### config.mk
export PLATFORM = sky130hd
export DESIGN_NAME = sas_identify_frame_builder
export DESIGN_NICKNAME = d
export VERILOG_FILES = /design/src/common/sas_frame_pkg.sv /design/src/verilog/sas_identify_frame_builder.sv
export VERILOG_INCLUDE_DIRS = /design/src /design/src/common
export SDC_FILE = /design/constraint.sdc
export NUM_CORES = 1
export LEC_CHECK = 0
export ABC_AREA = 1
export BUFFER_PORTS_ARGS = -buffer_cell sky130_fd_sc_hd__buf_2
export CAP_MARGIN = 20
export CORE_UTILIZATION = 45
export CTS_BUF_LIST = sky130_fd_sc_hd__clkbuf_2 sky130_fd_sc_hd__clkbuf_4 sky130_fd_sc_hd__clkbuf_8
export DETAILED_ROUTE_END_ITERATION = 10
export PLACE_DENSITY = 0.77
export SLEW_MARGIN = 10
export SYNTH_ARGS = -nofsm -noshare
export SYNTH_HDL_FRONTEND = slang
export SYNTH_SLANG_ARGS = --single-unit
### constraint.sdc
create_clock -name clk -period 2.4 [get_ports clk]
set_clock_uncertainty 0.1 [all_clocks]
set_input_delay 0.36 -clock clk [delete_from_list [all_inputs] [get_ports clk]]
set_output_delay 0.36 -clock clk [all_outputs]
set_load 0.05 [all_outputs]
### src/common/sas_frame_consts.svh
// constants for the address frame builder: layout, codes, crc
// assumes byte-serial framing, byte 0 first, crc bytes msb first
`ifndef SAS_FRAME_CONSTS_SVH
`define SAS_FRAME_CONSTS_SVH

// ==========================================================
// frame layout
`define FRAME_LAST        5'h1F
`define CRC_FIRST_BYTE    5'h1C
`define CRC_LAST_DATA     5'h1B
`define BYTE_NAME         5'h04
`define BYTE_ADDR         5'h0C
`define BYTE_PHY          5'h14
`define BYTE_CAPS         5'h15
`define BYTE_PWRDIS       5'h16
`define BYTE_INIT         5'h02
`define BYTE_TGT          5'h03

// ==========================================================
// field codes
`define TYPE_IDENTIFY     4'h0
`define TYPE_OPEN         4'h1
`define DEV_END           3'h1
`define INIT_PORT_BITS    3'h0
`define TGT_PORT_BITS     3'h4
`define PWR_NONE          2'h0
`define PWR_CONSUMER      2'h1
`define PWR_MANAGER       2'h2
`define REASON_POWER_ON   4'h0
`define REASON_OPEN       4'h1
`define REASON_HARD_RST   4'h2
`define REASON_SYNC_LOSS  4'h4
`define REASON_BREAK_TO   4'h7
`define REASON_PHY_TEST   4'h8

// ==========================================================
// crc
`define CRC_POLY          32'h04C11DB7
`define CRC_INIT          32'hFFFFFFFF

`endif

### src/common/sas_frame_pkg.sv
// types shared by the address frame builder
// assumes sas_frame_consts.svh for numeric constants
package sas_frame_pkg;

  typedef struct packed {
    logic [63:0] device_name;
    logic [63:0] sas_address;
    logic [7:0]  phy_id;
    logic [1:0]  power_code;
    logic        slumber_ok;
    logic        partial_ok;
  } ident_cfg_t;

  typedef struct packed {
    logic [7:0] data;
    logic       last;
  } byte_beat_t;

  typedef enum logic [0:0] {TX_IDLE, TX_SEND} tx_state_t;

  typedef enum logic [1:0] {PW_IDLE, PW_PREP, PW_WAIT, PW_USE} pwr_state_t;

endpackage

### src/verilog/sas_identify_frame_builder.sv
// identify address frame builder and address frame receiver
// assumes synchronous byte stream link layer, one clock, sync reset
//
// Notes on behaviour
// - address frames go out and are taken in only outside connections
// - frame is 32 bytes: type in byte 0, bytes 1-27 data, 28-31 crc
// - type 0000b is identify, 0001b open; others reserved, never sent
// - identify frame is sent once the phy reset sequence completes
// - device type bits 6:4 of byte 0 carry end device code 001b
// - byte 1 low nibble carries the link reset reason code
// - all three initiator port bits in byte 2 are zero
// - target port bits in byte 3 are 100b, ssp target only
// - name in bytes 4-11, address 12-19, phy id 20, 23-27 reserved
// - persistent connection capable bit is zero
// - power code 00b silent; 01b issues req and done, acks grants
// - extra power request outstanding on only one phy at a time
// - leave and hold off low power while extra power is in use
// - slumber bit shows support; in slumber only oob is processed
// - partial bit shows support; in partial only oob is processed
// - both zoning bits are zero for an end device
// - break reply capable bit is one; break answered by break reply
// - power disable capable bit, byte 22 bit 0, is one
`include "sas_frame_consts.svh"
`timescale 1ns/1ps

module sas_identify_frame_builder
  import sas_frame_pkg::*;
(
  input  wire logic       clk,
  input  wire logic       reset,
  input  wire ident_cfg_t cfg,
  input  wire logic [3:0] reset_reason,
  input  wire logic       phy_reset_done,
  input  wire logic       connection_open,
  input  wire logic       phy_in_low_power,
  output logic            tx_valid,
  input  wire logic       tx_ready,
  output byte_beat_t      tx_beat,
  input  wire logic       rx_valid,
  input  wire byte_beat_t rx_beat,
  output logic            rx_frame_ok,
  output logic [3:0]      rx_frame_type,
  output logic            rx_crc_err,
  output logic            rx_reserved_type,
  input  wire logic       break_seen,
  output logic            break_reply_send,
  input  wire logic       pwr_want,
  input  wire logic       pwr_finished,
  input  wire logic       pwr_grant_seen,
  input  wire logic       other_phy_pwr_busy,
  output logic            pwr_req_send,
  output logic            pwr_ack_send,
  output logic            pwr_done_send,
  output logic            pwr_pending,
  output logic            low_power_hold,
  output logic            oob_only
);

  // ========================================================
  // crc
  function automatic logic [31:0] crc_byte(input logic [31:0] c,
                                           input logic [7:0]  d);
    logic [31:0] r;
    r = c;
    for (int i = 7; i >= 0; i--)
    begin
      if (r[31] ^ d[i])
        r = {r[30:0], 1'b0} ^ `CRC_POLY;
      else
        r = {r[30:0], 1'b0};
    end
    return r;
  endfunction

  // ========================================================
  // identify frame contents, bytes 0-27
  function automatic logic [27:0][7:0] build_frame(input ident_cfg_t c,
                                                   input logic [3:0] rsn);
    logic [27:0][7:0] f;
    logic [1:0]       pc;
    f = '0;
    // only device side codes are advertised
    pc = (c.power_code == `PWR_CONSUMER) ? `PWR_CONSUMER : `PWR_NONE;
    f[0] = {1'b0, `DEV_END, `TYPE_IDENTIFY};
    f[1] = {4'h0, rsn};
    f[`BYTE_INIT] = {4'h0, `INIT_PORT_BITS, 1'b0};
    f[`BYTE_TGT] = {4'h0, `TGT_PORT_BITS, 1'b0};
    for (int i = 0; i < 8; i++)
    begin
      f[`BYTE_NAME + i] = c.device_name[63 - 8*i -: 8];
      f[`BYTE_ADDR + i] = c.sas_address[63 - 8*i -: 8];
    end
    f[`BYTE_PHY] = c.phy_id;
    // persistent 0, zoning 00, break reply 1
    f[`BYTE_CAPS] = {1'b0, pc, c.slumber_ok, c.partial_ok,
                     2'b00, 1'b1};
    f[`BYTE_PWRDIS] = 8'h01;
    return f;
  endfunction

  // ========================================================
  // transmit
  tx_state_t        tx_state_reg, tx_state_next;
  logic [4:0]       tx_idx_reg, tx_idx_next;
  logic [31:0]      tx_crc_reg, tx_crc_next;
  logic [27:0][7:0] frame_reg, frame_next;
  byte_beat_t       tx_beat_reg, tx_beat_next;
  logic             id_pending_reg, id_pending_next;
  logic [31:0]      crc_step;

  always_comb
  begin
    tx_state_next   = tx_state_reg;
    tx_idx_next     = tx_idx_reg;
    tx_crc_next     = tx_crc_reg;
    frame_next      = frame_reg;
    tx_beat_next    = tx_beat_reg;
    id_pending_next = id_pending_reg | phy_reset_done;
    crc_step        = crc_byte(tx_crc_reg, tx_beat_reg.data);
    case (tx_state_reg)
      TX_IDLE:
      begin
        if (id_pending_next && !connection_open)
        begin
          frame_next      = build_frame(cfg, reset_reason);
          tx_beat_next    = '{data: frame_next[0], last: 1'b0};
          tx_idx_next     = 5'h00;
          tx_crc_next     = `CRC_INIT;
          id_pending_next = 1'b0;
          tx_state_next   = TX_SEND;
        end
      end
      TX_SEND:
      begin
        if (tx_ready)
        begin
          tx_idx_next = tx_idx_reg + 5'h01;
          if (tx_idx_reg < `CRC_FIRST_BYTE)
            tx_crc_next = crc_step;
          if (tx_idx_reg < `CRC_LAST_DATA)
            tx_beat_next.data = frame_reg[tx_idx_next];
          else if (tx_idx_reg == `CRC_LAST_DATA)
            tx_beat_next.data = ~crc_step[31:24];
          else
            tx_beat_next.data = ~tx_crc_reg[8*(30 - tx_idx_reg) +: 8];
          tx_beat_next.last = (tx_idx_next == `FRAME_LAST);
          if (tx_idx_reg == `FRAME_LAST)
          begin
            tx_beat_next  = '0;
            tx_state_next = TX_IDLE;
          end
        end
      end
      default:
        tx_state_next = TX_IDLE;
    endcase
  end

  always_ff @(posedge clk)
  begin
    if (reset)
    begin
      tx_state_reg   <= TX_IDLE;
      tx_idx_reg     <= 5'h00;
      tx_crc_reg     <= `CRC_INIT;
      frame_reg      <= '0;
      tx_beat_reg    <= '0;
      id_pending_reg <= 1'b0;
    end
    else
    begin
      tx_state_reg   <= tx_state_next;
      tx_idx_reg     <= tx_idx_next;
      tx_crc_reg     <= tx_crc_next;
      frame_reg      <= frame_next;
      tx_beat_reg    <= tx_beat_next;
      id_pending_reg <= id_pending_next;
    end
  end

  assign tx_valid = (tx_state_reg == TX_SEND);
  assign tx_beat  = tx_beat_reg;

  // ========================================================
  // receive and classify
  logic [4:0]  rx_idx_reg, rx_idx_next;
  logic [31:0] rx_crc_reg, rx_crc_next;
  logic [23:0] rx_tail_reg, rx_tail_next;
  logic [3:0]  rx_type_reg, rx_type_next;
  logic        rx_ok_reg, rx_ok_next;
  logic        rx_err_reg, rx_err_next;
  logic        rx_rsv_reg, rx_rsv_next;
  logic        rx_take;

  // frames are ignored inside connections and in low power
  assign rx_take = rx_valid && !connection_open && !phy_in_low_power;

  always_comb
  begin
    rx_idx_next  = rx_idx_reg;
    rx_crc_next  = rx_crc_reg;
    rx_tail_next = rx_tail_reg;
    rx_type_next = rx_type_reg;
    rx_ok_next   = 1'b0;
    rx_err_next  = 1'b0;
    rx_rsv_next  = 1'b0;
    if (rx_take)
    begin
      rx_idx_next = rx_idx_reg + 5'h01;
      if (rx_idx_reg == 5'h00)
        rx_crc_next = crc_byte(`CRC_INIT, rx_beat.data);
      else if (rx_idx_reg < `CRC_FIRST_BYTE)
        rx_crc_next = crc_byte(rx_crc_reg, rx_beat.data);
      else
        rx_tail_next = {rx_tail_reg[15:0], rx_beat.data};
      if (rx_idx_reg == 5'h00)
        rx_type_next = rx_beat.data[3:0];
      if (rx_beat.last || rx_idx_reg == `FRAME_LAST)
      begin
        rx_idx_next = 5'h00;
        // short, long or corrupt frames are discarded
        if (rx_beat.last && rx_idx_reg == `FRAME_LAST &&
            {rx_tail_reg, rx_beat.data} == ~rx_crc_reg)
        begin
          rx_ok_next  = 1'b1;
          rx_rsv_next = (rx_type_reg != `TYPE_IDENTIFY) &&
                        (rx_type_reg != `TYPE_OPEN);
        end
        else
          rx_err_next = 1'b1;
      end
    end
  end

  always_ff @(posedge clk)
  begin
    if (reset)
    begin
      rx_idx_reg  <= 5'h00;
      rx_crc_reg  <= `CRC_INIT;
      rx_tail_reg <= '0;
      rx_type_reg <= 4'h0;
      rx_ok_reg   <= 1'b0;
      rx_err_reg  <= 1'b0;
      rx_rsv_reg  <= 1'b0;
    end
    else
    begin
      rx_idx_reg  <= rx_idx_next;
      rx_crc_reg  <= rx_crc_next;
      rx_tail_reg <= rx_tail_next;
      rx_type_reg <= rx_type_next;
      rx_ok_reg   <= rx_ok_next;
      rx_err_reg  <= rx_err_next;
      rx_rsv_reg  <= rx_rsv_next;
    end
  end

  assign rx_frame_ok      = rx_ok_reg;
  assign rx_frame_type    = rx_type_reg;
  assign rx_crc_err       = rx_err_reg;
  assign rx_reserved_type = rx_rsv_reg;

  // ========================================================
  // break reply, power consumer, low power gating
  pwr_state_t pw_state_reg, pw_state_next;
  logic       brk_reg, brk_next;
  logic       req_reg, req_next;
  logic       ack_reg, ack_next;
  logic       done_reg, done_next;
  logic       consumer;

  assign consumer = (cfg.power_code == `PWR_CONSUMER);

  always_comb
  begin
    pw_state_next = pw_state_reg;
    brk_next      = break_seen;
    req_next      = 1'b0;
    ack_next      = 1'b0;
    done_next     = 1'b0;
    case (pw_state_reg)
      PW_IDLE:
        if (consumer && pwr_want && !other_phy_pwr_busy)
          pw_state_next = PW_PREP;
      PW_PREP:
        // wait for the phy to be active before asking
        if (!consumer)
          pw_state_next = PW_IDLE;
        else if (!phy_in_low_power && !other_phy_pwr_busy)
        begin
          req_next      = 1'b1;
          pw_state_next = PW_WAIT;
        end
      PW_WAIT:
        if (!consumer)
          pw_state_next = PW_IDLE;
        else if (pwr_grant_seen)
        begin
          ack_next      = 1'b1;
          pw_state_next = PW_USE;
        end
      PW_USE:
        if (pwr_finished || !consumer)
        begin
          done_next     = consumer;
          pw_state_next = PW_IDLE;
        end
      default:
        pw_state_next = PW_IDLE;
    endcase
  end

  always_ff @(posedge clk)
  begin
    if (reset)
    begin
      pw_state_reg <= PW_IDLE;
      brk_reg      <= 1'b0;
      req_reg      <= 1'b0;
      ack_reg      <= 1'b0;
      done_reg     <= 1'b0;
    end
    else
    begin
      pw_state_reg <= pw_state_next;
      brk_reg      <= brk_next;
      req_reg      <= req_next;
      ack_reg      <= ack_next;
      done_reg     <= done_next;
    end
  end

  assign break_reply_send = brk_reg;
  assign pwr_req_send     = req_reg;
  assign pwr_ack_send     = ack_reg;
  assign pwr_done_send    = done_reg;
  assign pwr_pending      = (pw_state_reg != PW_IDLE);
  assign low_power_hold   = (pw_state_reg != PW_IDLE);
  assign oob_only         = phy_in_low_power;
endmodule

---- After elaboration in Yosys (flattened, before gate mapping) ----
Index checks and enable logic that the tools add are counted.
word-level totals
  register bits ........................... 268
  bits of input ports ..................... 165
  output and inout port bits .............. 24
  word-level logic and storage cells ...... 251
operators by class
  $add $sub $neg .......................... 3
  $lt $le $gt $ge ......................... 4
  equality and inequality tests ........... 17
  shift operators ......................... 1
  mux-type cells .......................... 95
  bitwise operators ....................... 61
  reductions and logical operators ........ 32
operators with widths
  kind                                           count
  2-to-1 mux 32 bit                              40
  2-to-1 mux 27 bit                              24
  NOT 14 bit                                     23
  case mux 32 bit (2 select lines)               1
  binary-select mux 8 bit (select 5 bit)         1
  variable part select 32 x 33 -> 8 bit          1
  equality test 32 bit                           1
  NOT 32 bit                                     1
  2-to-1 mux 9 bit                               3
  2-to-1 mux 8 bit                               3
  bitwise XOR 1 bit                              23
  equality test 5 bit (second input constant)    4
  case mux 9 bit (2 select lines)                1
  NOT 8 bit                                      2
  < comparator 5 bit (second input constant)     3
  2-to-1 mux 5 bit                               3
  2-to-1 mux 2 bit                               6
  OR reduction 3 bit                             4
  NOT 1 bit                                      11
  adder 5 x 1 -> 5 bit (second input constant)   2
  2-to-1 mux 1 bit                               10
  case mux 5 bit (2 select lines)                1
  logical AND 1 bit                              9
  inequality test 2 bit (second input constant)  4
  20 further kinds                               32

---- Longest topological paths before layout ----
Gate-level depths: netlist (run 1).
  depth after elaboration ................. 39
  gate-level depth with buffers ........... 16
  depth with buffers taken out ............ 15

---- Least setup slack after synthesis (run 1) ----
OpenSTA, ideal clock, no wires.
  path type ............................... reg-to-reg
  start point ............................. register tx_idx_reg[0]
  end point ............................... register tx_beat_reg (netlist bit tx_beat[1])
  library setup time ...................... 0.132 ns
  arrival time ............................ 2.127 ns
  data required time ...................... 2.168 ns
  slack ................................... 0.041 ns
  stages on the path, launching flop included .. 15
  buffers on the path ..................... 4
  cells stage by stage .................... dfxtp_1 inv_2 buf_2 buf_2 ha_1 inv_1 buf_2 clkbuf_1 o21ai_0 o21ai_0 nand2_1 nand2_1 nand2_1 nand3_1 a21oi_1
between the ends
  cells in the longest elaborated chain, start to end .. 8
RTL lines
  item                                   RTL line                           source
  from (decl)                            sas_identify_frame_builder.sv:104  logic [4:0] tx_idx_reg, tx_idx_next;
  from (signal assigned)                 sas_identify_frame_builder.sv:173  tx_idx_reg <= tx_idx_next;
  subtractor 5 x 5 -> 6 bit              sas_identify_frame_builder.sv:145  tx_beat_next.data = ~tx_crc_reg[8*(30 - tx_idx_reg) +: 8];
  variable part select 32 x 33 -> 8 bit  sas_identify_frame_builder.sv:145
  NOT 8 bit                              sas_identify_frame_builder.sv:145
  2-to-1 mux 8 bit                       sas_identify_frame_builder.sv:142  else if (tx_idx_reg == `CRC_LAST_DATA)
  2-to-1 mux 8 bit                       sas_identify_frame_builder.sv:140  if (tx_idx_reg < `CRC_LAST_DATA)
  2-to-1 mux 9 bit *                     sas_identify_frame_builder.sv:147  if (tx_idx_reg == `FRAME_LAST)
  2-to-1 mux 9 bit *                     sas_identify_frame_builder.sv:135  if (tx_ready)
  case mux 9 bit (2 select lines) *      sas_identify_frame_builder.sv:120  case (tx_state_reg)
  to (signal assigned)                   sas_identify_frame_builder.sv:176  tx_beat_reg <= tx_beat_next;
  to (decl)                              sas_identify_frame_builder.sv:107  byte_beat_t tx_beat_reg, tx_beat_next;
Every way passes the cells marked *; elsewhere a longest branch is shown, timed or not. The select of a mux whose other input is x is not followed.
A chain may end at the register's enable or synchronous reset.

---- Final worst setup path (run 1) ----
  start point ............................. register tx_idx_reg[0]
  end point ............................... register tx_beat_reg (netlist bit tx_beat[6])
The elaborated chain is that of the path after synthesis.

==> tab_implementation.tex, run 1 <==
\begin{tabular}{lr}
\hline
Metric & Value \\
\hline
\multicolumn{2}{l}{\textbf{Synthesis}} \\
\quad Post-synth net total & 2,388 \\
\quad Ranking of synthesized cells by area & dfxtp\_1 (36\%), nand2\_1 (13\%), o21ai\_0 (9.2\%) \\
\quad Synth area leader & dfxtp\_1 \\
\quad Seq/Total Area, Yosys & 36.14\% \\
\quad Share of flip-flops with an asynchronous set or reset & 0\% \\
\quad Post-synthesis instance area & 0.01474 mm\^{}2 \\
\quad Ys flop type & dfxtp\_1 \\
\quad Total of flip-flops plus latches after synthesis & 266 \\
\quad Number of distinct library cell variants in the gate-level netlist after synthesis & 52 \\
\quad Number of enable flip-flop cells after synthesis & 0 \\
\quad Count of warnings emitted by yosys & 0 \\
\quad Cells after synthesis & 2,217 \\
\quad Syn Area/Cell & 6.647 um\^{}2 \\
\quad Area share of the largest cell type after synthesis & 36.14\% \\
\multicolumn{2}{l}{\textbf{Outcome}} \\
\quad Result of the run & complete, no violations \\
\multicolumn{2}{l}{\textbf{Layout}} \\
\quad Most common library cell in the layout ignoring fill and taps & nand2\_1 \\
\quad Layout cell share with drive strength beyond 1 & 15.53\% \\
\quad Commonest non-fill, non-tap cells in the layout & nand2\_1 (516), nor2\_1 (290), o21ai\_0 (270) \\
\quad Multi-input combinational cell area & 0.008112 mm\^{}2 \\
\quad Largest register FFs & 144 \\
\quad Area growth from synthesis to final layout & 26.03\% \\
\quad Final instance area & 0.01857 mm\^{}2 \\
\quad Core Util, Final & 58.25\% \\
\quad FF/Latch Area & 0.005329 mm\^{}2 \\
\quad FILL cells & 2,808 \\
\quad Nets & 2,692 \\
\multicolumn{2}{l}{\textbf{Clock network}} \\
\quad TritonCTS Buffers & 46 \\
\quad Bufs on Longest Clock Path & 3 \\
\quad Htree depth & 2 \\
\quad Clock Latency Late Sink & 0.60 ns \\
\quad Buffer cell driving the clock tree root & clkbuf\_8 \\
\quad Clock tree from TritonCTS & yes \\
\quad Number of clock sinks & 266 \\
\quad Clock slew at reported path FFs & 0.06 ns \\
\quad Post-CTS Setup Repair Bufs & 0 \\
\multicolumn{2}{l}{\textbf{Timing}} \\
\quad Final critical-path share of the clock period & 90.44\% \\
\quad Final setup fails & 0 \\
\quad Post-route setup TNS & 0 ns \\
\quad Fmax & 0.4607 GHz \\
\quad Final hold viol count & 0 \\
\quad RSZ-0062 raised after global routing & false \\
\quad Clock period minus final worst setup slack & 2.171 ns \\
\quad Worst max-slew margin expressed relative to the limit & 51.35\% \\
\quad Count of final max-slew check failures & 0 \\
\quad Worst slew pin tran & 0.7298 ns \\
\multicolumn{2}{l}{\textbf{Detailed routing}} \\
\quad Routed WL per cell & 16.83 um \\
\quad Number of vias per cell & 5.476 \\
\quad DR DRC count & 0 \\
\quad Vias after detailed routing & 16,390 \\
\quad Remaining antenna violation count after routing & 0 \\
\quad Total length of routed wires & 50.38 mm \\
\quad First-pass iteration count of the detailed router & 6 \\
\quad Detailed Route Iter0 Violations & 1,641 \\
\multicolumn{2}{l}{\textbf{Run}} \\
\quad Count of max-cap constraint violations & 0 \\
\multicolumn{2}{l}{\textbf{Placed design}} \\
\quad Number of port buffers & 188 \\
\quad Post-detail-place hpwl & 31.90 mm \\
\quad Placed Instance Area & 0.01603 mm\^{}2 \\
\quad Final estimated routing congestion in global placement & 0.9989 \\
\multicolumn{2}{l}{\textbf{Pwr}} \\
\quad Maximum resistive drop on vdd & 0.4721 mV \\
\quad Cell internal power dissipation & 8.548 mW \\
\quad Clock network power share & 38.5\% \\
\quad Pleak & 8.334 nW \\
\quad Part of the total power dissipated in combinational logic & 21.6\% \\
\quad Switching power total & 3.851 mW \\
\quad Switching Share & 31.06\% \\
\quad Power density of the placed cells & 667.7 mW/mm\^{}2 \\
\quad Share of total power in sequential cells & 39.9\% \\
\multicolumn{2}{l}{\textbf{Worst setup path}} \\
\quad Type of destination of the critical path & register \\
\quad Classification of the worst setup path & reg -> reg \\
\quad Kind of start point of the critical path & register \\
\quad Worst endpoint required time & 2.76 ns \\
\quad Maximum fanout encountered on the critical timing path & 48 \\
\quad CP Data Arrival Time & 2.53 ns \\
\multicolumn{2}{l}{\textbf{GRT}} \\
\quad Via count of the first global-routing pass & 15,860 \\
\quad Maximum number of pins on one net before global-route repair & 108 \\
\quad Antenna violations before repair & 2 \\
\quad First-pass GRT wire length & 80.32 mm \\
\quad Total Routing Usage GR & 29.93\% \\
\quad Leftover overflow at the end of global routing & 0 \\
\multicolumn{2}{l}{\textbf{Floorplan}} \\
\quad Number of rows in the core area & 65 \\
\quad Full die area & 0.03347 mm\^{}2 \\
\quad Die Ht & 183.0 um \\
\quad I/O pin count & 189 \\
\quad Starting utilization of the core area & 46.22\% \\
\quad Core Box Area & 0.03188 mm\^{}2 \\
\quad Die extent in x & 183.0 um \\
\multicolumn{2}{l}{\textbf{Hold path}} \\
\quad Type of the most critical hold path & in -> reg \\
\hline
\end{tabular}
## metal layers
metal	part of all wire, %	track usage (%)	up-vias
met5	0.016	0	-
li1	-	-	7804
met2	47	50.57	874
met1	40	36.29	7491
met3	8.2	5.044	218
met4	5.0	16.13	2
## critical path, cell delays in order (launching register included)
cell and delay [ns]:
dfxtp_4 0.38, inv_2 0.04, ha_1 0.36, inv_2 0.07
buf_12 0.17, nor2_1 0.24, inv_1 0.10, o211ai_1 0.17
nand2_1 0.07, nand2_1 0.08, nand2_1 0.04, nand3_1 0.09
a21oi_1 0.06
## power groups by stage
stage	sequential [mW]	combinational, mW	clock, mW
2_1_floorplan	4.99	1.75	0
3_3_place_gp	5.02	2.36	0
3_5_place_dp	5.02	2.39	0
4_1_cts	4.93	2.59	4.81
5_1_grt	4.97	2.95	5.03
6_report	4.95	2.68	4.77
## kinds of logic (layout without fill, tap and decap cells)
kind of cell | Yosys count | in the layout | share of synthesized area, %
AOI/OAI and AO/OA | 491 | 491 | 17.46
buffers and inverters | 291 | 631 | 8.814
xor gates and xnor gates | 111 | 111 | 7.158
adders and majority gates | 6 | 6 | 0.5095
other | 0 | 1 | 0
DFF | 266 | 266 | 36.14
and+or+nand+nor | 1052 | 1052 | 29.92
## through the flow
stage | instances | worst slack (ns) | total power, mW | hold slack [ns]
floorplan | 2217 | 0.04093 | 6.736 | 0.3205
global placement | 2763 | 0.2765 | 7.374 | 0.3331
detailed placement | 2763 | 0.2054 | 7.417 | 0.3421
CTS | 2992 | 0.1915 | 12.33 | 0.0007871
global route | 2993 | 0.06271 | 12.95 | 0.03666
finish | 2993 | 0.2294 | 12.40 | 0.03077
## worst paths after layout
kind	from	endpoint	slack, ns	cells after the start
max reg2reg	tx_idx_reg[0]	tx_beat[6]	0.23	12
min	cfg[129]	frame_reg[45]	0.03	3
max	tx_idx_reg[0]	tx_beat[6]	0.23	12
min reg2reg	frame_reg[56]	frame_reg[56]	0.35	2
## synthesized netlist by cell type, types with 4 or more instances
cell / number
nand2_1: 516
nor2_1: 290
o21ai_0: 270
dfxtp_1: 266
nand3_1: 170
a21oi_1: 162
inv_1: 145
xor2_1: 65
clkbuf_1: 61
buf_2: 40
xnor2_1: 38
nand2_2: 21
o211ai_1: 21
inv_2: 15
nor3_1: 14
o21ai_1: 12
buf_4: 9
nand4_1: 9
o22ai_1: 9
buf_6: 8
nand2_4: 8
ha_1: 6
nor2_2: 6
nor4_1: 6
buf_1: 4
clkbuf_8: 4
## final cells by class
cell class | count | area share [%]
sequential | 266 | 28.69
antenna | 1 | 0.01347
clock buffer | 76 | 5.093
clock inverter | 8 | 0.7276
tap | 435 | 2.931
multi-input combinational | 1660 | 43.68
inverter | 164 | 3.402
timing repair buffer | 383 | 15.46
## timing repair
| item | CTS | global route |
|---|---|---|
| hold buffers | 145 | 0 |
| setup endpoints to repair | 0 | 1 |
| endpoints found under the hold margin | 144 | 0 |
| resized for setup | 0 | 1 |
No activity file was read; power rests on OpenSTA's default activity.
==> run 2: changes to the inputs <==
--- a/config.mk
+++ b/config.mk
@@ -12,6 +12,7 @@
 export CORE_UTILIZATION = 45
 export CTS_BUF_LIST = sky130_fd_sc_hd__clkbuf_2 sky130_fd_sc_hd__clkbuf_4 sky130_fd_sc_hd__clkbuf_8
 export DETAILED_ROUTE_END_ITERATION = 10
+export GPL_TIMING_DRIVEN = 0
 export PLACE_DENSITY = 0.77
 export SLEW_MARGIN = 10
 export SYNTH_ARGS = -nofsm -noshare
==> tab_implementation.tex, run 2 (synthesis gave the netlist of run 1 again) <==
\begin{tabular}{lr}
\hline
Metric & Value \\
\hline
\multicolumn{2}{l}{\textbf{Detailed routing}} \\
\quad DR DRC count & 0 (unchanged) \\
\quad Vias after detailed routing & 17,660 (was 16,390) \\
\quad Total length of routed wires & 60.30 mm (was 50.38 mm) \\
\quad Routed WL per cell & 19.66 um (was 16.83 um) \\
\quad Remaining antenna violation count after routing & 0 (unchanged) \\
\quad Number of vias per cell & 5.758 (was 5.476) \\
\quad Detailed Route Iter0 Violations & 2,114 (was 1,641) \\
\quad First-pass iteration count of the detailed router & 6 (unchanged) \\
\multicolumn{2}{l}{\textbf{Timing}} \\
\quad Count of final max-slew check failures & 0 (unchanged) \\
\quad Clock period minus final worst setup slack & 2.443 ns (was 2.171 ns) \\
\quad Post-route setup TNS & -0.05002 ns (was 0 ns) \\
\quad Final critical-path share of the clock period & 101.8\% (was 90.44\%) \\
\quad Final setup slack of the worst path & -0.04308 ns (was 0.2294 ns) \\
\quad RSZ-0062 raised after global routing & true (was false) \\
\quad Fmax & 0.4093 GHz (was 0.4607 GHz) \\
\quad Final hold viol count & 0 (unchanged) \\
\quad Final setup fails & 2 (was 0) \\
\quad Worst max-slew margin expressed relative to the limit & 30.83\% (was 51.35\%) \\
\quad Hold Slack & 0.01424 ns (was 0.03077 ns) \\
\quad Worst slew pin tran & 1.038 ns (was 0.7298 ns) \\
\multicolumn{2}{l}{\textbf{Layout}} \\
\quad Core Util, Final & 59.19\% (was 58.25\%) \\
\quad Commonest non-fill, non-tap cells in the layout & nand2\_1 (515), nor2\_1 (290), o21ai\_0 (266) (was nand2\_1 (516), nor2\_1 (290), o21ai\_0 (270)) \\
\quad Most common library cell in the layout ignoring fill and taps & nand2\_1 (unchanged) \\
\quad Area growth from synthesis to final layout & 28.05\% (was 26.03\%) \\
\quad Largest register FFs & 144 (unchanged) \\
\quad Final non-filler cell total & 3,067 (was 2,993) \\
\quad Nets & 2,764 (was 2,692) \\
\quad Layout cell share with drive strength beyond 1 & 15.94\% (was 15.53\%) \\
\multicolumn{2}{l}{\textbf{Worst setup path}} \\
\quad Maximum fanout encountered on the critical timing path & 13 (was 48) \\
\quad Classification of the worst setup path & reg -> reg (unchanged) \\
\quad CP Data Arrival Time & 2.86 ns (was 2.53 ns) \\
\quad Worst endpoint required time & 2.81 ns (was 2.76 ns) \\
\quad R2R Setup Slk & -0.04 ns (was 0.23 ns) \\
\quad Critical Path Source & tx\_idx\_reg[0] (unchanged) \\
\quad Kind of start point of the critical path & register (unchanged) \\
\quad Type of destination of the critical path & register (unchanged) \\
\quad Reg-to-reg startpoint & tx\_idx\_reg[0] (unchanged) \\
\multicolumn{2}{l}{\textbf{Clock network}} \\
\quad TritonCTS Buffers & 46 (unchanged) \\
\quad Htree depth & 2 (unchanged) \\
\quad Clock tree from TritonCTS & yes (unchanged) \\
\quad Bufs on Longest Clock Path & 3 (unchanged) \\
\quad Number of clock sinks & 266 (unchanged) \\
\quad Buffer cell driving the clock tree root & clkbuf\_8 (unchanged) \\
\quad Clock slew at reported path FFs & 0.06 ns (about the same) \\
\quad Clock Latency Late Sink & 0.62 ns (was 0.60 ns) \\
\multicolumn{2}{l}{\textbf{Floorplan}} \\
\quad Core Box Area & 0.03188 mm\^{}2 (unchanged) \\
\quad Full die area & 0.03347 mm\^{}2 (unchanged) \\
\quad Die Ht & 183.0 um (unchanged) \\
\quad Number of rows in the core area & 65 (unchanged) \\
\quad Die extent in x & 183.0 um (unchanged) \\
\quad I/O pin count & 189 (unchanged) \\
\quad Starting utilization of the core area & 46.22\% (unchanged) \\
\multicolumn{2}{l}{\textbf{GRT}} \\
\quad Leftover overflow at the end of global routing & 0 (unchanged) \\
\quad Maximum number of pins on one net before global-route repair & 15 (was 108) \\
\quad Antenna violations before repair & 3 (was 2) \\
\quad Via count of the first global-routing pass & 17,020 (was 15,860) \\
\quad First-pass GRT wire length & 91.40 mm (was 80.32 mm) \\
\quad Total Routing Usage GR & 35.42\% (was 29.93\%) \\
\multicolumn{2}{l}{\textbf{Pwr}} \\
\quad Power density of the placed cells & 661.8 mW/mm\^{}2 (was 667.7 mW/mm\^{}2) \\
\quad Total design power & 12.49 mW (was 12.40 mW) \\
\quad Pleak & 8.452 nW (was 8.334 nW) \\
\quad Maximum resistive drop on vdd & 0.5150 mV (was 0.4721 mV) \\
\multicolumn{2}{l}{\textbf{Hold path}} \\
\quad Hold Crit Start & cfg[97] (was cfg[129]) \\
\quad Type of the most critical hold path & in -> reg (unchanged) \\
\multicolumn{2}{l}{\textbf{Placed design}} \\
\quad Final estimated routing congestion in global placement & 1.006 (was 0.9989) \\
\quad Post-Place Cells & 2,833 (was 2,763) \\
\quad Number of port buffers & 181 (was 188) \\
\quad Post-detail-place hpwl & 39.59 mm (was 31.90 mm) \\
\multicolumn{2}{l}{\textbf{Run}} \\
\quad Count of max-cap constraint violations & 0 (unchanged) \\
\multicolumn{2}{l}{\textbf{Outcome}} \\
\quad Violations in the final reports & negative setup slack \\
\quad Result of the run & finished, violations left (was complete, no violations) \\
\hline
\end{tabular}
[run 2: cell count changes in the layout (fill, tap and decap cells not counted), moves of 4 or more]
cell	before	now
o21ai_0	270	266
buf_4	41	14
clkbuf_1	0	56
buf_6	1	9
buf_2	188	213
[run 2: power by group]
group          switching [mW]  internal [mW]  total (mW)
Combinational            1.86           1.05        2.91
Sequential              0.243           4.72        4.97
Clock                    2.06           2.55        4.61
Total                    4.17           8.32        12.5
[run 2: layout make-up]
class,count,area (um^2)
Fill cell,2870,13010
Multi-Input combinational cell,1660,8147
Sequential cell,266,5330
Timing Repair Buffer,329,2387
Clock buffer,73,910.9
Buffer,126,794.5
Inverter,164,638.1
Tap cell,435,544.3
Clock inverter,10,107.6
Antenna cell,4,10.01
[run 2: through the flow]
| stage | setup slack [ns] | instance area, um^2 |
|---|---|---|
| floorplan | 0.04093 | 14740 |
| global placement | -0.9327 | 16190 |
| detailed placement | -0.9365 | 16190 |
| CTS | 0.006386 | 18710 |
| global route | -0.04072 | 18870 |
| finish | -0.04308 | 18870 |
[run 2: per-layer routing]
layer	up-vias	global-route usage, %	routed length (um)	share of wire (%)
li1	7964	-	-	-
met1	8110	43.00	22400	37
met2	1284	58.40	27300	45
met3	301	6.950	6965	12
met4	0	20.47	3633	6.0
met5	-	0	0	0
[run 2: critical path: stages, from the launching register on]
cell and delay [ns]:
dfxtp_4 0.39, inv_8 0.11, clkbuf_1 0.79, nand2_1 0.10, nand3_1 0.12, nand3_1 0.15
o21ai_1 0.19, a21oi_1 0.09, nand2_1 0.09, nand3_1 0.08, a21oi_1 0.13
[run 2: path summary, 6_finish.rpt]
kind | to | cells after the start
worst max register to register | tx_beat[8] | 10
worst min register to register | frame_reg[72] | 2
worst max-delay path | tx_beat[8] | 10
worst min-delay path | frame_reg[77] | 3
[run 2: timing repair]
action	CTS	global route
endpoints found under the hold margin	142	0
buffers inserted	0	5
hold buffers	143	0
pin swaps	0	5
setup endpoints to repair	9	17
gates cloned	0	0
gates resized for setup	27	32
